<file path="src/design/irq_sel_pkg.sv">
// constants shared by the interrupt source select block
package irq_sel_pkg;
  // =====================================================
  // register map
  localparam logic [7:0] ADDR_IRQ_A    = 8'h30;
  localparam logic [7:0] ADDR_IRQ_B    = 8'h31;
  localparam logic [7:0] ADDR_RSVD     = 8'h32;
  localparam logic [7:0] ADDR_FLAG_DAC = 8'h2C;
  localparam logic [7:0] ADDR_FLAG_ADC = 8'h2D;
  localparam logic [7:0] CFG_RESET     = 8'h00;
  localparam logic [7:0] FLAG_RESET    = 8'h00;
  // =====================================================
  // control register fields, also the index of each source event
  localparam int BIT_HEADSET  = 7;
  localparam int BIT_BUTTON   = 6;
  localparam int BIT_COMP     = 5;
  localparam int BIT_NOISE    = 4;
  localparam int BIT_SHORT    = 3;
  localparam int BIT_ENGINE   = 2;
  localparam int BIT_DC       = 1;
  localparam int BIT_REPEAT   = 0;
  // =====================================================
  // sticky flag positions in the two flag registers
  localparam int FLG_SHORT    = 7;
  localparam int FLG_BUTTON   = 5;
  localparam int FLG_HEADSET  = 4;
  localparam int FLG_COMP     = 3;
  localparam int FLG_NOISE    = 6;
  localparam int FLG_ENGINE   = 4;
  localparam int FLG_DC       = 2;
  // =====================================================
  // timing
  localparam int CLK_HZ       = 40_000_000;
  localparam int PULSE_MS     = 2;
  localparam int PERIOD_MS    = 4;
  localparam int PULSE_CYC    = CLK_HZ / 1000 * PULSE_MS;
  localparam int PERIOD_CYC   = CLK_HZ / 1000 * PERIOD_MS;
  localparam int CNT_W        = 18;
  localparam logic [CNT_W-1:0] CNT_ONE = 18'h00001;
endpackage

</file>
<file path="src/design/irq_gen_if.sv">
// carrier between the register front and one pulse generator
`timescale 1ns/1ps
interface irq_gen_if;
  logic [7:0] cfg;
  logic [7:1] evt;
  logic       rd_dac;
  logic       rd_adc;
  logic       irq;

  modport front (output cfg, output evt, output rd_dac, output rd_adc, input irq);
  modport gen   (input cfg, input evt, input rd_dac, input rd_adc, output irq);
endinterface

</file>
<file path="src/design/irq_pulse_gen.sv">
// one interrupt output: source gating and pulse sequencing
`timescale 1ns/1ps
module irq_pulse_gen
  import irq_sel_pkg::*;
#(
  parameter int PULSE_LEN  = PULSE_CYC,
  parameter int PERIOD_LEN = PERIOD_CYC
) (
  input  wire logic mclk,
  input  wire logic sys_rst,
  input  wire logic ce,
  irq_gen_if.gen    bus
);
  typedef enum logic [1:0] {IDLE, HIGH, LOW} gen_state_t;

  localparam logic [CNT_W-1:0] HIGH_LEN = CNT_W'(PULSE_LEN);
  localparam logic [CNT_W-1:0] LOW_LEN  = CNT_W'(PERIOD_LEN - PULSE_LEN);

  gen_state_t       state_r;
  gen_state_t       state_nxt;
  logic [CNT_W-1:0] cnt_r;
  logic [CNT_W-1:0] cnt_nxt;
  logic             seen_dac_r;
  logic             seen_adc_r;
  wire logic        hit;
  wire logic        stop;
  wire logic        repeat_on;
  wire logic        last;

  // =====================================================
  // source gating: enabled sources are ORed together
  assign hit       = |(bus.cfg[7:1] & bus.evt);
  assign repeat_on = bus.cfg[BIT_REPEAT];
  assign stop      = seen_dac_r & seen_adc_r;
  assign last      = (cnt_r == CNT_ONE);
  assign bus.irq   = (state_r == HIGH);

  // sequencer: a train only ends at a pulse boundary, never mid-pulse
  always_comb begin
    state_nxt = state_r;
    cnt_nxt   = cnt_r;
    case (state_r)
      IDLE: begin
        if (hit) begin
          state_nxt = HIGH;
          cnt_nxt   = HIGH_LEN;
        end
      end
      HIGH: begin
        if (!last) begin
          cnt_nxt = cnt_r - CNT_ONE;
        end else if (repeat_on && !stop) begin
          state_nxt = LOW;
          cnt_nxt   = LOW_LEN;
        end else begin
          state_nxt = IDLE;
        end
      end
      LOW: begin
        if (!last) begin
          cnt_nxt = cnt_r - CNT_ONE;
        end else if (stop || !repeat_on) begin
          state_nxt = IDLE;
        end else begin
          state_nxt = HIGH;
          cnt_nxt   = HIGH_LEN;
        end
      end
      default: begin
        state_nxt = IDLE;
      end
    endcase
  end

  // state and counter registers
  always_ff @(posedge mclk) begin
    if (sys_rst) begin
      state_r <= IDLE;
      cnt_r   <= '0;
    end else if (ce) begin
      state_r <= state_nxt;
      cnt_r   <= cnt_nxt;
    end
  end

  // flag-read tracking; a fresh event re-arms, so it beats a read
  always_ff @(posedge mclk) begin
    if (sys_rst || (ce && hit)) begin
      seen_dac_r <= 1'b0;
      seen_adc_r <= 1'b0;
    end else if (ce) begin
      seen_dac_r <= seen_dac_r | bus.rd_dac;
      seen_adc_r <= seen_adc_r | bus.rd_adc;
    end
  end

  // =====================================================
  // checks
  idle_start_a: assert property (@(posedge mclk) disable iff (sys_rst)
    (state_r == IDLE) && ce && hit |=> bus.irq)
    else $error("enabled event did not start a pulse");
  masked_quiet_a: assert property (@(posedge mclk) disable iff (sys_rst)
    (state_r == IDLE) && !(ce && hit) |=> !bus.irq)
    else $error("output rose without an enabled event");
  high_len_a: assert property (@(posedge mclk) disable iff (sys_rst)
    bus.irq |-> (cnt_r <= HIGH_LEN) && (cnt_r != '0))
    else $error("pulse counter out of range");
  single_end_a: assert property (@(posedge mclk) disable iff (sys_rst)
    (state_r == HIGH) && last && ce && !repeat_on |=> !bus.irq)
    else $error("single pulse mode did not end");
  repeat_low_a: assert property (@(posedge mclk) disable iff (sys_rst)
    (state_r == HIGH) && last && ce && repeat_on && !stop |=> (state_r == LOW) && (cnt_r == LOW_LEN))
    else $error("repeat mode gap wrong");
  train_stop_a: assert property (@(posedge mclk) disable iff (sys_rst)
    (state_r == LOW) && last && ce && stop |=> (state_r == IDLE))
    else $error("train kept running after both flag reads");
endmodule

</file>
<file path="src/design/dual_irq_pin_source_select.sv">
// register front, sticky flags and two interrupt outputs
`timescale 1ns/1ps
module dual_irq_pin_source_select
  import irq_sel_pkg::*;
#(
  parameter int PULSE_LEN  = PULSE_CYC,
  parameter int PERIOD_LEN = PERIOD_CYC
) (
  input  wire logic       mclk,
  input  wire logic       sys_rst,
  input  wire logic       ce,
  input  wire logic       reg_wr,
  input  wire logic       reg_rd,
  input  wire logic [7:0] reg_addr,
  input  wire logic [7:0] reg_wdata,
  output logic      [7:0] reg_rdata,
  input  wire logic [7:1] src_evt,
  output logic            irq_out_a,
  output logic            irq_out_b
);
  logic [7:0] cfg_a_r;
  logic [7:0] cfg_b_r;
  logic [7:0] flag_dac_r;
  logic [7:0] flag_dac_nxt;
  logic [7:0] flag_adc_r;
  logic [7:0] flag_adc_nxt;
  logic [7:0] rdata_nxt;
  wire logic  wr_a;
  wire logic  wr_b;
  wire logic  rd_dac;
  wire logic  rd_adc;
  wire logic  sel_a;
  wire logic  sel_b;
  wire logic  sel_dac;
  wire logic  sel_adc;
  wire logic [7:0] set_dac;
  wire logic [7:0] set_adc;

  irq_gen_if gen_a ();
  irq_gen_if gen_b ();

  // =====================================================
  // address decode; the reserved slot takes no write and reads zero
  assign wr_a   = ce && reg_wr && (reg_addr == ADDR_IRQ_A);
  assign wr_b   = ce && reg_wr && (reg_addr == ADDR_IRQ_B);
  assign rd_dac = ce && reg_rd && (reg_addr == ADDR_FLAG_DAC);
  assign rd_adc = ce && reg_rd && (reg_addr == ADDR_FLAG_ADC);

  // control registers
  always_ff @(posedge mclk) begin
    if (sys_rst) begin
      cfg_a_r <= CFG_RESET;
      cfg_b_r <= CFG_RESET;
    end else begin
      if (wr_a) cfg_a_r <= reg_wdata;
      if (wr_b) cfg_b_r <= reg_wdata;
    end
  end

  // =====================================================
  // sticky flags: raw events mapped into the two flag registers
  assign set_dac = (({7'h00, src_evt[BIT_SHORT]}   << FLG_SHORT)
                 |  ({7'h00, src_evt[BIT_BUTTON]}  << FLG_BUTTON)
                 |  ({7'h00, src_evt[BIT_HEADSET]} << FLG_HEADSET)
                 |  ({7'h00, src_evt[BIT_COMP]}    << FLG_COMP)) & {8{ce}};
  assign set_adc = (({7'h00, src_evt[BIT_NOISE]}   << FLG_NOISE)
                 |  ({7'h00, src_evt[BIT_ENGINE]}  << FLG_ENGINE)
                 |  ({7'h00, src_evt[BIT_DC]}      << FLG_DC)) & {8{ce}};
  // read clears, but an event in the same cycle survives the read
  assign flag_dac_nxt = (rd_dac ? FLAG_RESET : flag_dac_r) | set_dac;
  assign flag_adc_nxt = (rd_adc ? FLAG_RESET : flag_adc_r) | set_adc;

  always_ff @(posedge mclk) begin
    if (sys_rst) begin
      flag_dac_r <= FLAG_RESET;
      flag_adc_r <= FLAG_RESET;
    end else begin
      flag_dac_r <= flag_dac_nxt;
      flag_adc_r <= flag_adc_nxt;
    end
  end

  // =====================================================
  // read mux, registered; unmapped and reserved addresses answer zero
  // one-hot and-or select: an address that matches nothing falls out as zero
  assign sel_a     = (reg_addr == ADDR_IRQ_A);
  assign sel_b     = (reg_addr == ADDR_IRQ_B);
  assign sel_dac   = (reg_addr == ADDR_FLAG_DAC);
  assign sel_adc   = (reg_addr == ADDR_FLAG_ADC);
  assign rdata_nxt = ({8{sel_a}} & cfg_a_r) | ({8{sel_b}} & cfg_b_r)
                   | ({8{sel_dac}} & flag_dac_r) | ({8{sel_adc}} & flag_adc_r);

  always_ff @(posedge mclk) begin
    if (sys_rst) begin
      reg_rdata <= 8'h00;
    end else if (ce && reg_rd) begin
      reg_rdata <= rdata_nxt;
    end
  end

  // =====================================================
  // two generators, each steered by its own control register
  assign gen_a.cfg    = cfg_a_r;
  assign gen_a.evt    = src_evt;
  assign gen_a.rd_dac = rd_dac;
  assign gen_a.rd_adc = rd_adc;
  assign gen_b.cfg    = cfg_b_r;
  assign gen_b.evt    = src_evt;
  assign gen_b.rd_dac = rd_dac;
  assign gen_b.rd_adc = rd_adc;
  assign irq_out_a    = gen_a.irq;
  assign irq_out_b    = gen_b.irq;

  irq_pulse_gen #(
    .PULSE_LEN  (PULSE_LEN),
    .PERIOD_LEN (PERIOD_LEN)
  ) u_gen_a (
    .mclk    (mclk),
    .sys_rst (sys_rst),
    .ce      (ce),
    .bus     (gen_a.gen)
  );

  irq_pulse_gen #(
    .PULSE_LEN  (PULSE_LEN),
    .PERIOD_LEN (PERIOD_LEN)
  ) u_gen_b (
    .mclk    (mclk),
    .sys_rst (sys_rst),
    .ce      (ce),
    .bus     (gen_b.gen)
  );

  // =====================================================
  // checks
  cfg_reset_a: assert property (@(posedge mclk)
    sys_rst |=> (cfg_a_r == CFG_RESET) && (cfg_b_r == CFG_RESET) && !irq_out_a && !irq_out_b)
    else $error("control registers not cleared by reset");
  flag_clear_a: assert property (@(posedge mclk) disable iff (sys_rst)
    rd_dac && (set_dac == 8'h00) |=> (flag_dac_r == FLAG_RESET))
    else $error("flag register not cleared by its read");
  flag_sticky_a: assert property (@(posedge mclk) disable iff (sys_rst)
    !rd_adc |=> ((flag_adc_r & $past(flag_adc_r)) == $past(flag_adc_r)))
    else $error("flag dropped without a read");
  cfg_write_a: assert property (@(posedge mclk) disable iff (sys_rst)
    wr_b |=> (cfg_b_r == $past(reg_wdata)))
    else $error("control write lost");

  // =====================================================
  // register port checks
  cfg_a_write_a: assert property (@(posedge mclk) disable iff (sys_rst)
    wr_a |=> (cfg_a_r == $past(reg_wdata)))
    else $error("control write to output A lost");
  cfg_hold_a: assert property (@(posedge mclk) disable iff (sys_rst)
    !wr_a && !wr_b |=> $stable(cfg_a_r) && $stable(cfg_b_r))
    else $error("control register changed without a write");
  rdata_load_a: assert property (@(posedge mclk) disable iff (sys_rst)
    ce && reg_rd |=> (reg_rdata == $past(rdata_nxt)))
    else $error("read data not loaded");
  rdata_hold_a: assert property (@(posedge mclk) disable iff (sys_rst)
    !(ce && reg_rd) |=> $stable(reg_rdata))
    else $error("read data moved without a read");
  rsvd_read_a: assert property (@(posedge mclk) disable iff (sys_rst)
    ce && reg_rd && (reg_addr == ADDR_RSVD) |=> (reg_rdata == 8'h00))
    else $error("reserved slot did not read zero");
  dac_read_a: assert property (@(posedge mclk) disable iff (sys_rst)
    rd_dac |=> (reg_rdata == $past(flag_dac_r)))
    else $error("first flag register read returned wrong value");
  adc_read_a: assert property (@(posedge mclk) disable iff (sys_rst)
    rd_adc |=> (reg_rdata == $past(flag_adc_r)))
    else $error("second flag register read returned wrong value");

  // sticky flag checks: every event lands on its own flag
  short_flag_a: assert property (@(posedge mclk) disable iff (sys_rst)
    ce && src_evt[BIT_SHORT] |=> flag_dac_r[FLG_SHORT])
    else $error("short circuit flag not set");
  button_flag_a: assert property (@(posedge mclk) disable iff (sys_rst)
    ce && src_evt[BIT_BUTTON] |=> flag_dac_r[FLG_BUTTON])
    else $error("button flag not set");
  headset_flag_a: assert property (@(posedge mclk) disable iff (sys_rst)
    ce && src_evt[BIT_HEADSET] |=> flag_dac_r[FLG_HEADSET])
    else $error("headset flag not set");
  comp_flag_a: assert property (@(posedge mclk) disable iff (sys_rst)
    ce && src_evt[BIT_COMP] |=> flag_dac_r[FLG_COMP])
    else $error("compressor flag not set");
  noise_flag_a: assert property (@(posedge mclk) disable iff (sys_rst)
    ce && src_evt[BIT_NOISE] |=> flag_adc_r[FLG_NOISE])
    else $error("gain control noise flag not set");
  engine_flag_a: assert property (@(posedge mclk) disable iff (sys_rst)
    ce && src_evt[BIT_ENGINE] |=> flag_adc_r[FLG_ENGINE])
    else $error("engine flag not set");
  dc_flag_a: assert property (@(posedge mclk) disable iff (sys_rst)
    ce && src_evt[BIT_DC] |=> flag_adc_r[FLG_DC])
    else $error("dc data flag not set");
  dac_sticky_a: assert property (@(posedge mclk) disable iff (sys_rst)
    !rd_dac |=> ((flag_dac_r & $past(flag_dac_r)) == $past(flag_dac_r)))
    else $error("first flag register dropped a bit without a read");
  adc_clear_a: assert property (@(posedge mclk) disable iff (sys_rst)
    rd_adc && (set_adc == 8'h00) |=> (flag_adc_r == FLAG_RESET))
    else $error("second flag register not cleared by its read");

  // freeze and reset checks; a low enable must hold every register still
  flags_reset_a: assert property (@(posedge mclk)
    sys_rst |=> (flag_dac_r == FLAG_RESET) && (flag_adc_r == FLAG_RESET) && (reg_rdata == 8'h00))
    else $error("flags or read data not cleared by reset");
  freeze_state_a: assert property (@(posedge mclk) disable iff (sys_rst)
    !ce |=> $stable(cfg_a_r) && $stable(cfg_b_r) && $stable(flag_dac_r) && $stable(flag_adc_r))
    else $error("register moved while enable was low");
  freeze_out_a: assert property (@(posedge mclk) disable iff (sys_rst)
    !ce |=> $stable(irq_out_a) && $stable(irq_out_b) && $stable(reg_rdata))
    else $error("output moved while enable was low");
endmodule

</file>
<file path="config.mk">
export PLATFORM = sky130hd
export DESIGN_NAME = dual_irq_pin_source_select
export DESIGN_NICKNAME = d
export VERILOG_FILES = /design/src/design/irq_sel_pkg.sv /design/src/design/irq_gen_if.sv /design/src/design/irq_pulse_gen.sv /design/src/design/dual_irq_pin_source_select.sv
export SDC_FILE = /design/constraint.sdc
export NUM_CORES = 1
export LEC_CHECK = 0
export BUFFER_PORTS_ARGS = -buffer_cell sky130_fd_sc_hd__buf_2
export CAP_MARGIN = 30
export CELL_PAD_IN_SITES_DETAIL_PLACEMENT = 0
export CELL_PAD_IN_SITES_GLOBAL_PLACEMENT = 1
export CORE_MARGIN = 2
export CORE_UTILIZATION = 45
export CTS_CLUSTER_DIAMETER = 50
export CTS_CLUSTER_SIZE = 12
export DETAILED_ROUTE_END_ITERATION = 7
export PLACE_DENSITY_LB_ADDON = 0.1
export SYNTH_ARGS = -nofsm -noshare
export SYNTH_HDL_FRONTEND = slang
export SYNTH_SLANG_ARGS = --single-unit
</file>
<file path="constraint.sdc">
create_clock -name mclk -period 2.9 [get_ports mclk]
set_input_delay 0.29 -clock mclk [delete_from_list [all_inputs] [get_ports mclk]]
set_output_delay 0.29 -clock mclk [all_outputs]
set_load 0.05 [all_outputs]
</file>
# Word level (Yosys, flattened, before mapping)
# Cells that the tools add are included.
op_classes:
  addsub: 2
  n_eq_ne: 20
  n_mux: 26
  bitwise: 24
  reduce_logical: 28
ops:
  columns: ["op", "count"]
  rows:
  - ["$mux 18", 10]
  - ["$pmux 18 s3", 2]
  - ["$and 8x8->8", 5]
  - ["$or 8x8->8", 5]
  - ["$eq 18x1->1 const B", 2]
  - ["$sub 18x1->18 const B", 2]
  - ["$eq 8x6->1 const B", 4]
  - ["$mux 2", 8]
  - ["$mux 8", 2]
  - ["$and 7x7->7", 2]
  - ["$reduce_or 7->1", 2]
  - ["$ne 2x1->1 const B", 6]
  - ["$ne 3x3->1 const B", 4]
  - ["$pmux 2 s3", 2]
  - ["$logic_and 1x1->1", 10]
  - ["$reduce_and 5->1", 2]
  - ["$and 7x8->8", 1]
  - ["$or 8x4->8", 1]
  - ["$or 8x5->8", 1]
  - ["$or 8x6->8", 1]
  - ["$reduce_and 4->1", 2]
  - ["$or 7x3->7", 1]
  - ["$or 7x5->7", 1]
  - ["$reduce_bool 3->1", 2]
  - ["8 further kinds", 22]
word_totals:
  register_bits: 84
  input_bits: 28
  elab_cells: 113

# Logic depth before layout (Yosys ltp)
logic_depth:
  depth_word: 6
  ltp_mapped: 9

# Hierarchy
# From an unflattened synthesis, not the netlist that was laid out.
hier_totals:
  cells_unflattened: 459
  area_unflattened_um2: 4071.4
modules_own_cells:
  columns: ["mod", "instances", "cells_per_inst", "area_each_um2", "seq_area_each_um2"]
  rows:
  - ["irq_pulse_gen", 2, 139, 1246.2, 440.4]
  - ["dual_irq_pin_source_select", 1, 181, 1579.0, 620.6]

# Worst setup path before layout
# OpenSTA, ideal clock, no wires.
synth_path:
  path_type: "register -> register"
  start: "reg u_gen_b.cnt_r[11]"
  end: "reg u_gen_b.cnt_r[7]"
  t_arrival_ps: 2211
  t_required_ps: 2781
  setup_slack_ps: 571
  stages_incl_launch_ff: 7
  period_less_slack_ps: 2329
  path_cell_list: "dfxtp_1 or4_1 buf_2 or4_4 nor4_4 a211oi_1 o221a_2"
synth_between:
  elab_chain_cells: 3
synth_rtl:
  columns: ["element", "line_no", "rtl"]
  rows:
  - ["start, declared", "irq_pulse_gen.sv:21", "logic [CNT_W-1:0] cnt_r;"]
  - ["start signal, assigned", "irq_pulse_gen.sv:82", "cnt_r <= cnt_nxt;"]
  - ["$eq 18x1->1 *", "irq_pulse_gen.sv:35", "assign last = (cnt_r == CNT_ONE);"]
  - ["$ne 3x3->1 (no line), or another cell as far along", null, null]
  - ["$reduce_and 5->1 (no line) or $pmux 18 s3 (tied branches)", null, null]
# Mark *: on every way between the ends. The rest lies on a longest branch, timed or not.
# A chain may end at the register's enable or synchronous reset.

# Worst setup path after layout
layout_path:
  start: "reg u_gen_a.cnt_r[8]"
  end: "reg u_gen_a.cnt_r[11]"
layout_between:
  elab_chain_cells: 3
layout_rtl:
  columns: ["element", "line_no", "rtl"]
  rows:
  - ["start, declared", "irq_pulse_gen.sv:21", null]
  - ["start signal, assigned", "irq_pulse_gen.sv:82", null]
  - ["$sub 18x1->18 or $eq 18x1->1 (tied branches)", "irq_pulse_gen.sv:51, irq_pulse_gen.sv:61, irq_pulse_gen.sv:35", null]
  - ["$mux 18, or another cell as far along", "irq_pulse_gen.sv:60", "if (!last) begin"]
  - ["$pmux 18 s3 or $reduce_and 5->1 (tied branches)", null, null]
# Several ways; a longest one is shown, not always the timed one.

==> results.sh <==
export IMPL_status="completed"
export IMPL_clock_sinks=75
export IMPL_maxCapViolations=0
export IMPL_syn_to_final_growth_pct=13.2
export IMPL_vias=3745
export IMPL_die_area_um2=9530
export IMPL_gp_congestion=0.841
export IMPL_cpMaxStageDelayCell="or4_1"
export IMPL_ys_seq_area_share_pct=38.0
export IMPL_ys_types=59
export IMPL_grt_pass1_vias=3524
export IMPL_finalHoldViolations=0
export IMPL_overflow=0
export IMPL_p_sw_share_pct=25.0
export IMPL_setup_viol=0
export IMPL_io_buffers=37
export IMPL_ctsResizeCount=0
export IMPL_grt_max_degree=67
export IMPL_cts_clk_slew_worst_paths_ns=0.08
export IMPL_clockBufferDepth=2
export IMPL_finClkSkew_ns=0.0153
export IMPL_start_util_pct=45.9
export IMPL_synth_edff_count=0
export IMPL_die_h_um=97.6
export IMPL_syn_nets=498
export IMPL_syn_area_per_cell_um2=8.62
export IMPL_grt_pass1_wl_um=17400
export IMPL_critPathLaunchType="flip-flop"
export IMPL_pin_count=38
export IMPL_p_sw_mw=0.489
export IMPL_max_freq_mhz=399
export IMPL_ir_drop_mv=0.342
export IMPL_finalCritPeriodShare_pct=86.3
export IMPL_nNetsFinal=536
export IMPL_critPathKind="flip-flop to flip-flop"
export IMPL_tightestPinTransition_ns=0.725
export IMPL_ys_ff_latch=75
export IMPL_cts_buffers=9
export IMPL_htreeDepth=3
export IMPL_power_frac_clock_pct=39.7
export IMPL_p_per_area_nw_per_um2=437
export IMPL_syn_area_um2=3950
export IMPL_antenna_found_initial=0
export IMPL_max_stage_delay_ns=0.70
export IMPL_synth_flop_cell="dfxtp_1"
export IMPL_path_cells="or4_1, nor4_4, a21oi_1, buf_4, a21o_1, a221oi_1"
export IMPL_hpwl_um=7310
export IMPL_cts_setup_buffers=0
export IMPL_drive_gt1_share_pct=17.2
export IMPL_setup_tns_ns=0
export IMPL_crit_path_end_kind="flip-flop"
export IMPL_clock_root_buffer="clkbuf_8"
export IMPL_cts_hold_buf=0
export IMPL_drc=0
export IMPL_wl_per_cell_um=17.0
export IMPL_n_antenna_cell=0
export IMPL_min_period_ns=2.50
export IMPL_p_leak_nw=1.92
export IMPL_rows=34
export IMPL_wl_um=10300
export IMPL_hold_ws_ns=0.188
export IMPL_place_inst=593
export IMPL_dr_pass1_iters=5
export IMPL_layoutNonFillerInstCount=608
export IMPL_seqPwrFrac_pct=53.8
export IMPL_drtIter0Drc=194
export IMPL_relSlewSlack_pct=51.3
export IMPL_die_x_um=97.6
export IMPL_synthArstFlopShare_pct=0
export IMPL_cts_tree="yes"
export IMPL_p_int_mw=1.46
export IMPL_syn_inst=458
export IMPL_required_ns=3.15
export IMPL_insertion_delay_ns=0.35
export IMPL_worst_r2r_setup_slack_ns=0.40
export IMPL_hold_path_class="primary input to flip-flop"
export IMPL_drv_slew=0
export IMPL_worstPathMaxFanout=8
export IMPL_viasPerCell=6.16
export IMPL_rsz0062_at_grt="false"
export IMPL_fill_cells=859
export IMPL_critPathArrivalTime_ns=2.75
export IMPL_ant_nets=0
export IMPL_core_area_um2=8590
export IMPL_track_usage_pct=22.3
export IMPL_synth_warnings=0
export IMPL_pwr_share_comb_pct=6.5
flip-flops by register name, indices dropped and copies added, names as in the netlist:
| name | flops |
|---|---|
| u_gen_a.seen_adc_r | 1 |
| u_gen_b.seen_adc_r | 1 |
| cfg_b_r | 8 |
| reg_rdata | 8 |
| u_gen_a.seen_dac_r | 1 |
| cfg_a_r | 8 |
| u_gen_b.cnt_r | 18 |
| u_gen_a.cnt_r | 18 |
| u_gen_a.state_r | 2 |
| u_gen_b.state_r | 2 |
| flag_dac_r | 4 |
| flag_adc_r | 3 |
| u_gen_b.seen_dac_r | 1 |
worst max-delay path: cells and delay by family (launching register included):
kind,cells,cell delay (ns)
buffers and inverters,1,0.24
and+or+nand+nor,2,1.13
AOI/OAI and AO/OA,3,0.67
DFF,1,0.37
stage by stage:
stage / utilization [%] / total power, mW / instance area [um^2] / worst slack, ns
global placement: 49.8 / 1.20 / 4280 / 0.470
CTS: 52.0 / 1.97 / 4470 / 0.402
finish: 52.0 / 1.95 / 4470 / 0.396
floorplan: - / 1.15 / 3950 / 0.571
detailed placement: 49.8 / 1.20 / 4280 / 0.426
global route: 52.0 / 2.03 / 4470 / 0.218
layer usage:
| metal | wire [um] | share of wire, % | global-route usage [%] | vias up |
|---|---|---|---|---|
| li1 | - | - | - | 1842 |
| met1 | 4910 | 47 | 30.3 | 1821 |
| met2 | 4950 | 48 | 35.6 | 76 |
| met3 | 400 | 3.9 | 4.10 | 6 |
| met4 | 80 | 0.77 | 7.59 | 0 |
| met5 | 0 | 0 | 0 | - |
path summary, 6_finish.rpt:
path	start	endpoint	cells after the start
min reg2reg	u_gen_a.seen_dac_r	u_gen_a.seen_dac_r	1
max	u_gen_a.cnt_r[8]	u_gen_a.cnt_r[11]	6
min	reg_wdata[1]	cfg_a_r[1]	3
max reg2reg	u_gen_a.cnt_r[8]	u_gen_a.cnt_r[11]	6
cell usage in the layout, fill, tap and decap left out, drive strengths merged, types with 11 or more instances in the layout:
cell type | Yosys | routed
ha | 12 | 12
a22oi | 15 | 15
nor4 | 12 | 12
nand2 | 27 | 27
or3 | 17 | 17
o21a | 11 | 11
nor2 | 39 | 39
a21oi | 26 | 26
dfxtp | 75 | 75
mux2i | 16 | 16
buf | 5 | 54
clkbuf | 22 | 12
inv | 16 | 17
or4 | 14 | 14
a211oi | 15 | 15
nor3 | 14 | 14
nand3 | 12 | 12
o21ai | 17 | 17
cells by family after synthesis:
family                   Yosys count  synth area share [%]
adder cells (fa/ha/maj)           12                  3.80
AND/OR/NAND/NOR                  168                  23.9
AO/OA/AOI/OAI                    143                  25.7
multiplexers                      16                  4.06
buffers and inverters             44                  4.47
flip-flops                        75                  38.0
cell usage after synthesis (5+ instances only):
cell | number | area share [%]
a211oi_1 | 15 | 2.9
a21oi_1 | 26 | 3.3
a222oi_1 | 7 | 1.8
a22oi_1 | 15 | 2.9
a31oi_1 | 10 | 1.6
clkbuf_1 | 22 | 2.1
dfxtp_1 | 75 | 38
ha_1 | 12 | 3.8
inv_1 | 16 | 1.5
mux2i_1 | 16 | 4.1
nand2_1 | 27 | 2.6
nand3_1 | 12 | 1.5
nand4_1 | 6 | 0.95
nor2_1 | 39 | 3.7
nor3_1 | 13 | 1.6
nor4_1 | 9 | 1.4
o21a_1 | 11 | 2.1
o21ai_0 | 15 | 1.9
o31ai_1 | 5 | 0.95
o32ai_1 | 8 | 1.8
or3_1 | 17 | 2.7
or4_1 | 13 | 2.5
layout make-up:
cell class,instances,area (um^2),share of cell area (%)
inverters,17,63.8,1.43
multi-input cells,339,2270,50.8
flip-flops and latches,75,1500,33.6
repair buffers,54,313,7.00
well taps,108,135,3.02
clock buffers,12,165,3.70
clock inverters,3,21.3,0.476
power by group through the flow:
| stage | Combinational, mW | Sequential, mW | Clock [mW] |
|---|---|---|---|
| detailed placement | 0.127 | 1.07 | 0 |
| global route | 0.140 | 1.05 | 0.840 |
| floorplan | 0.0574 | 1.09 | 0 |
| finish | 0.128 | 1.05 | 0.776 |
| global placement | 0.126 | 1.07 | 0 |
| CTS | 0.128 | 1.05 | 0.792 |
Note: power is estimated with default switching activity, not from simulation.
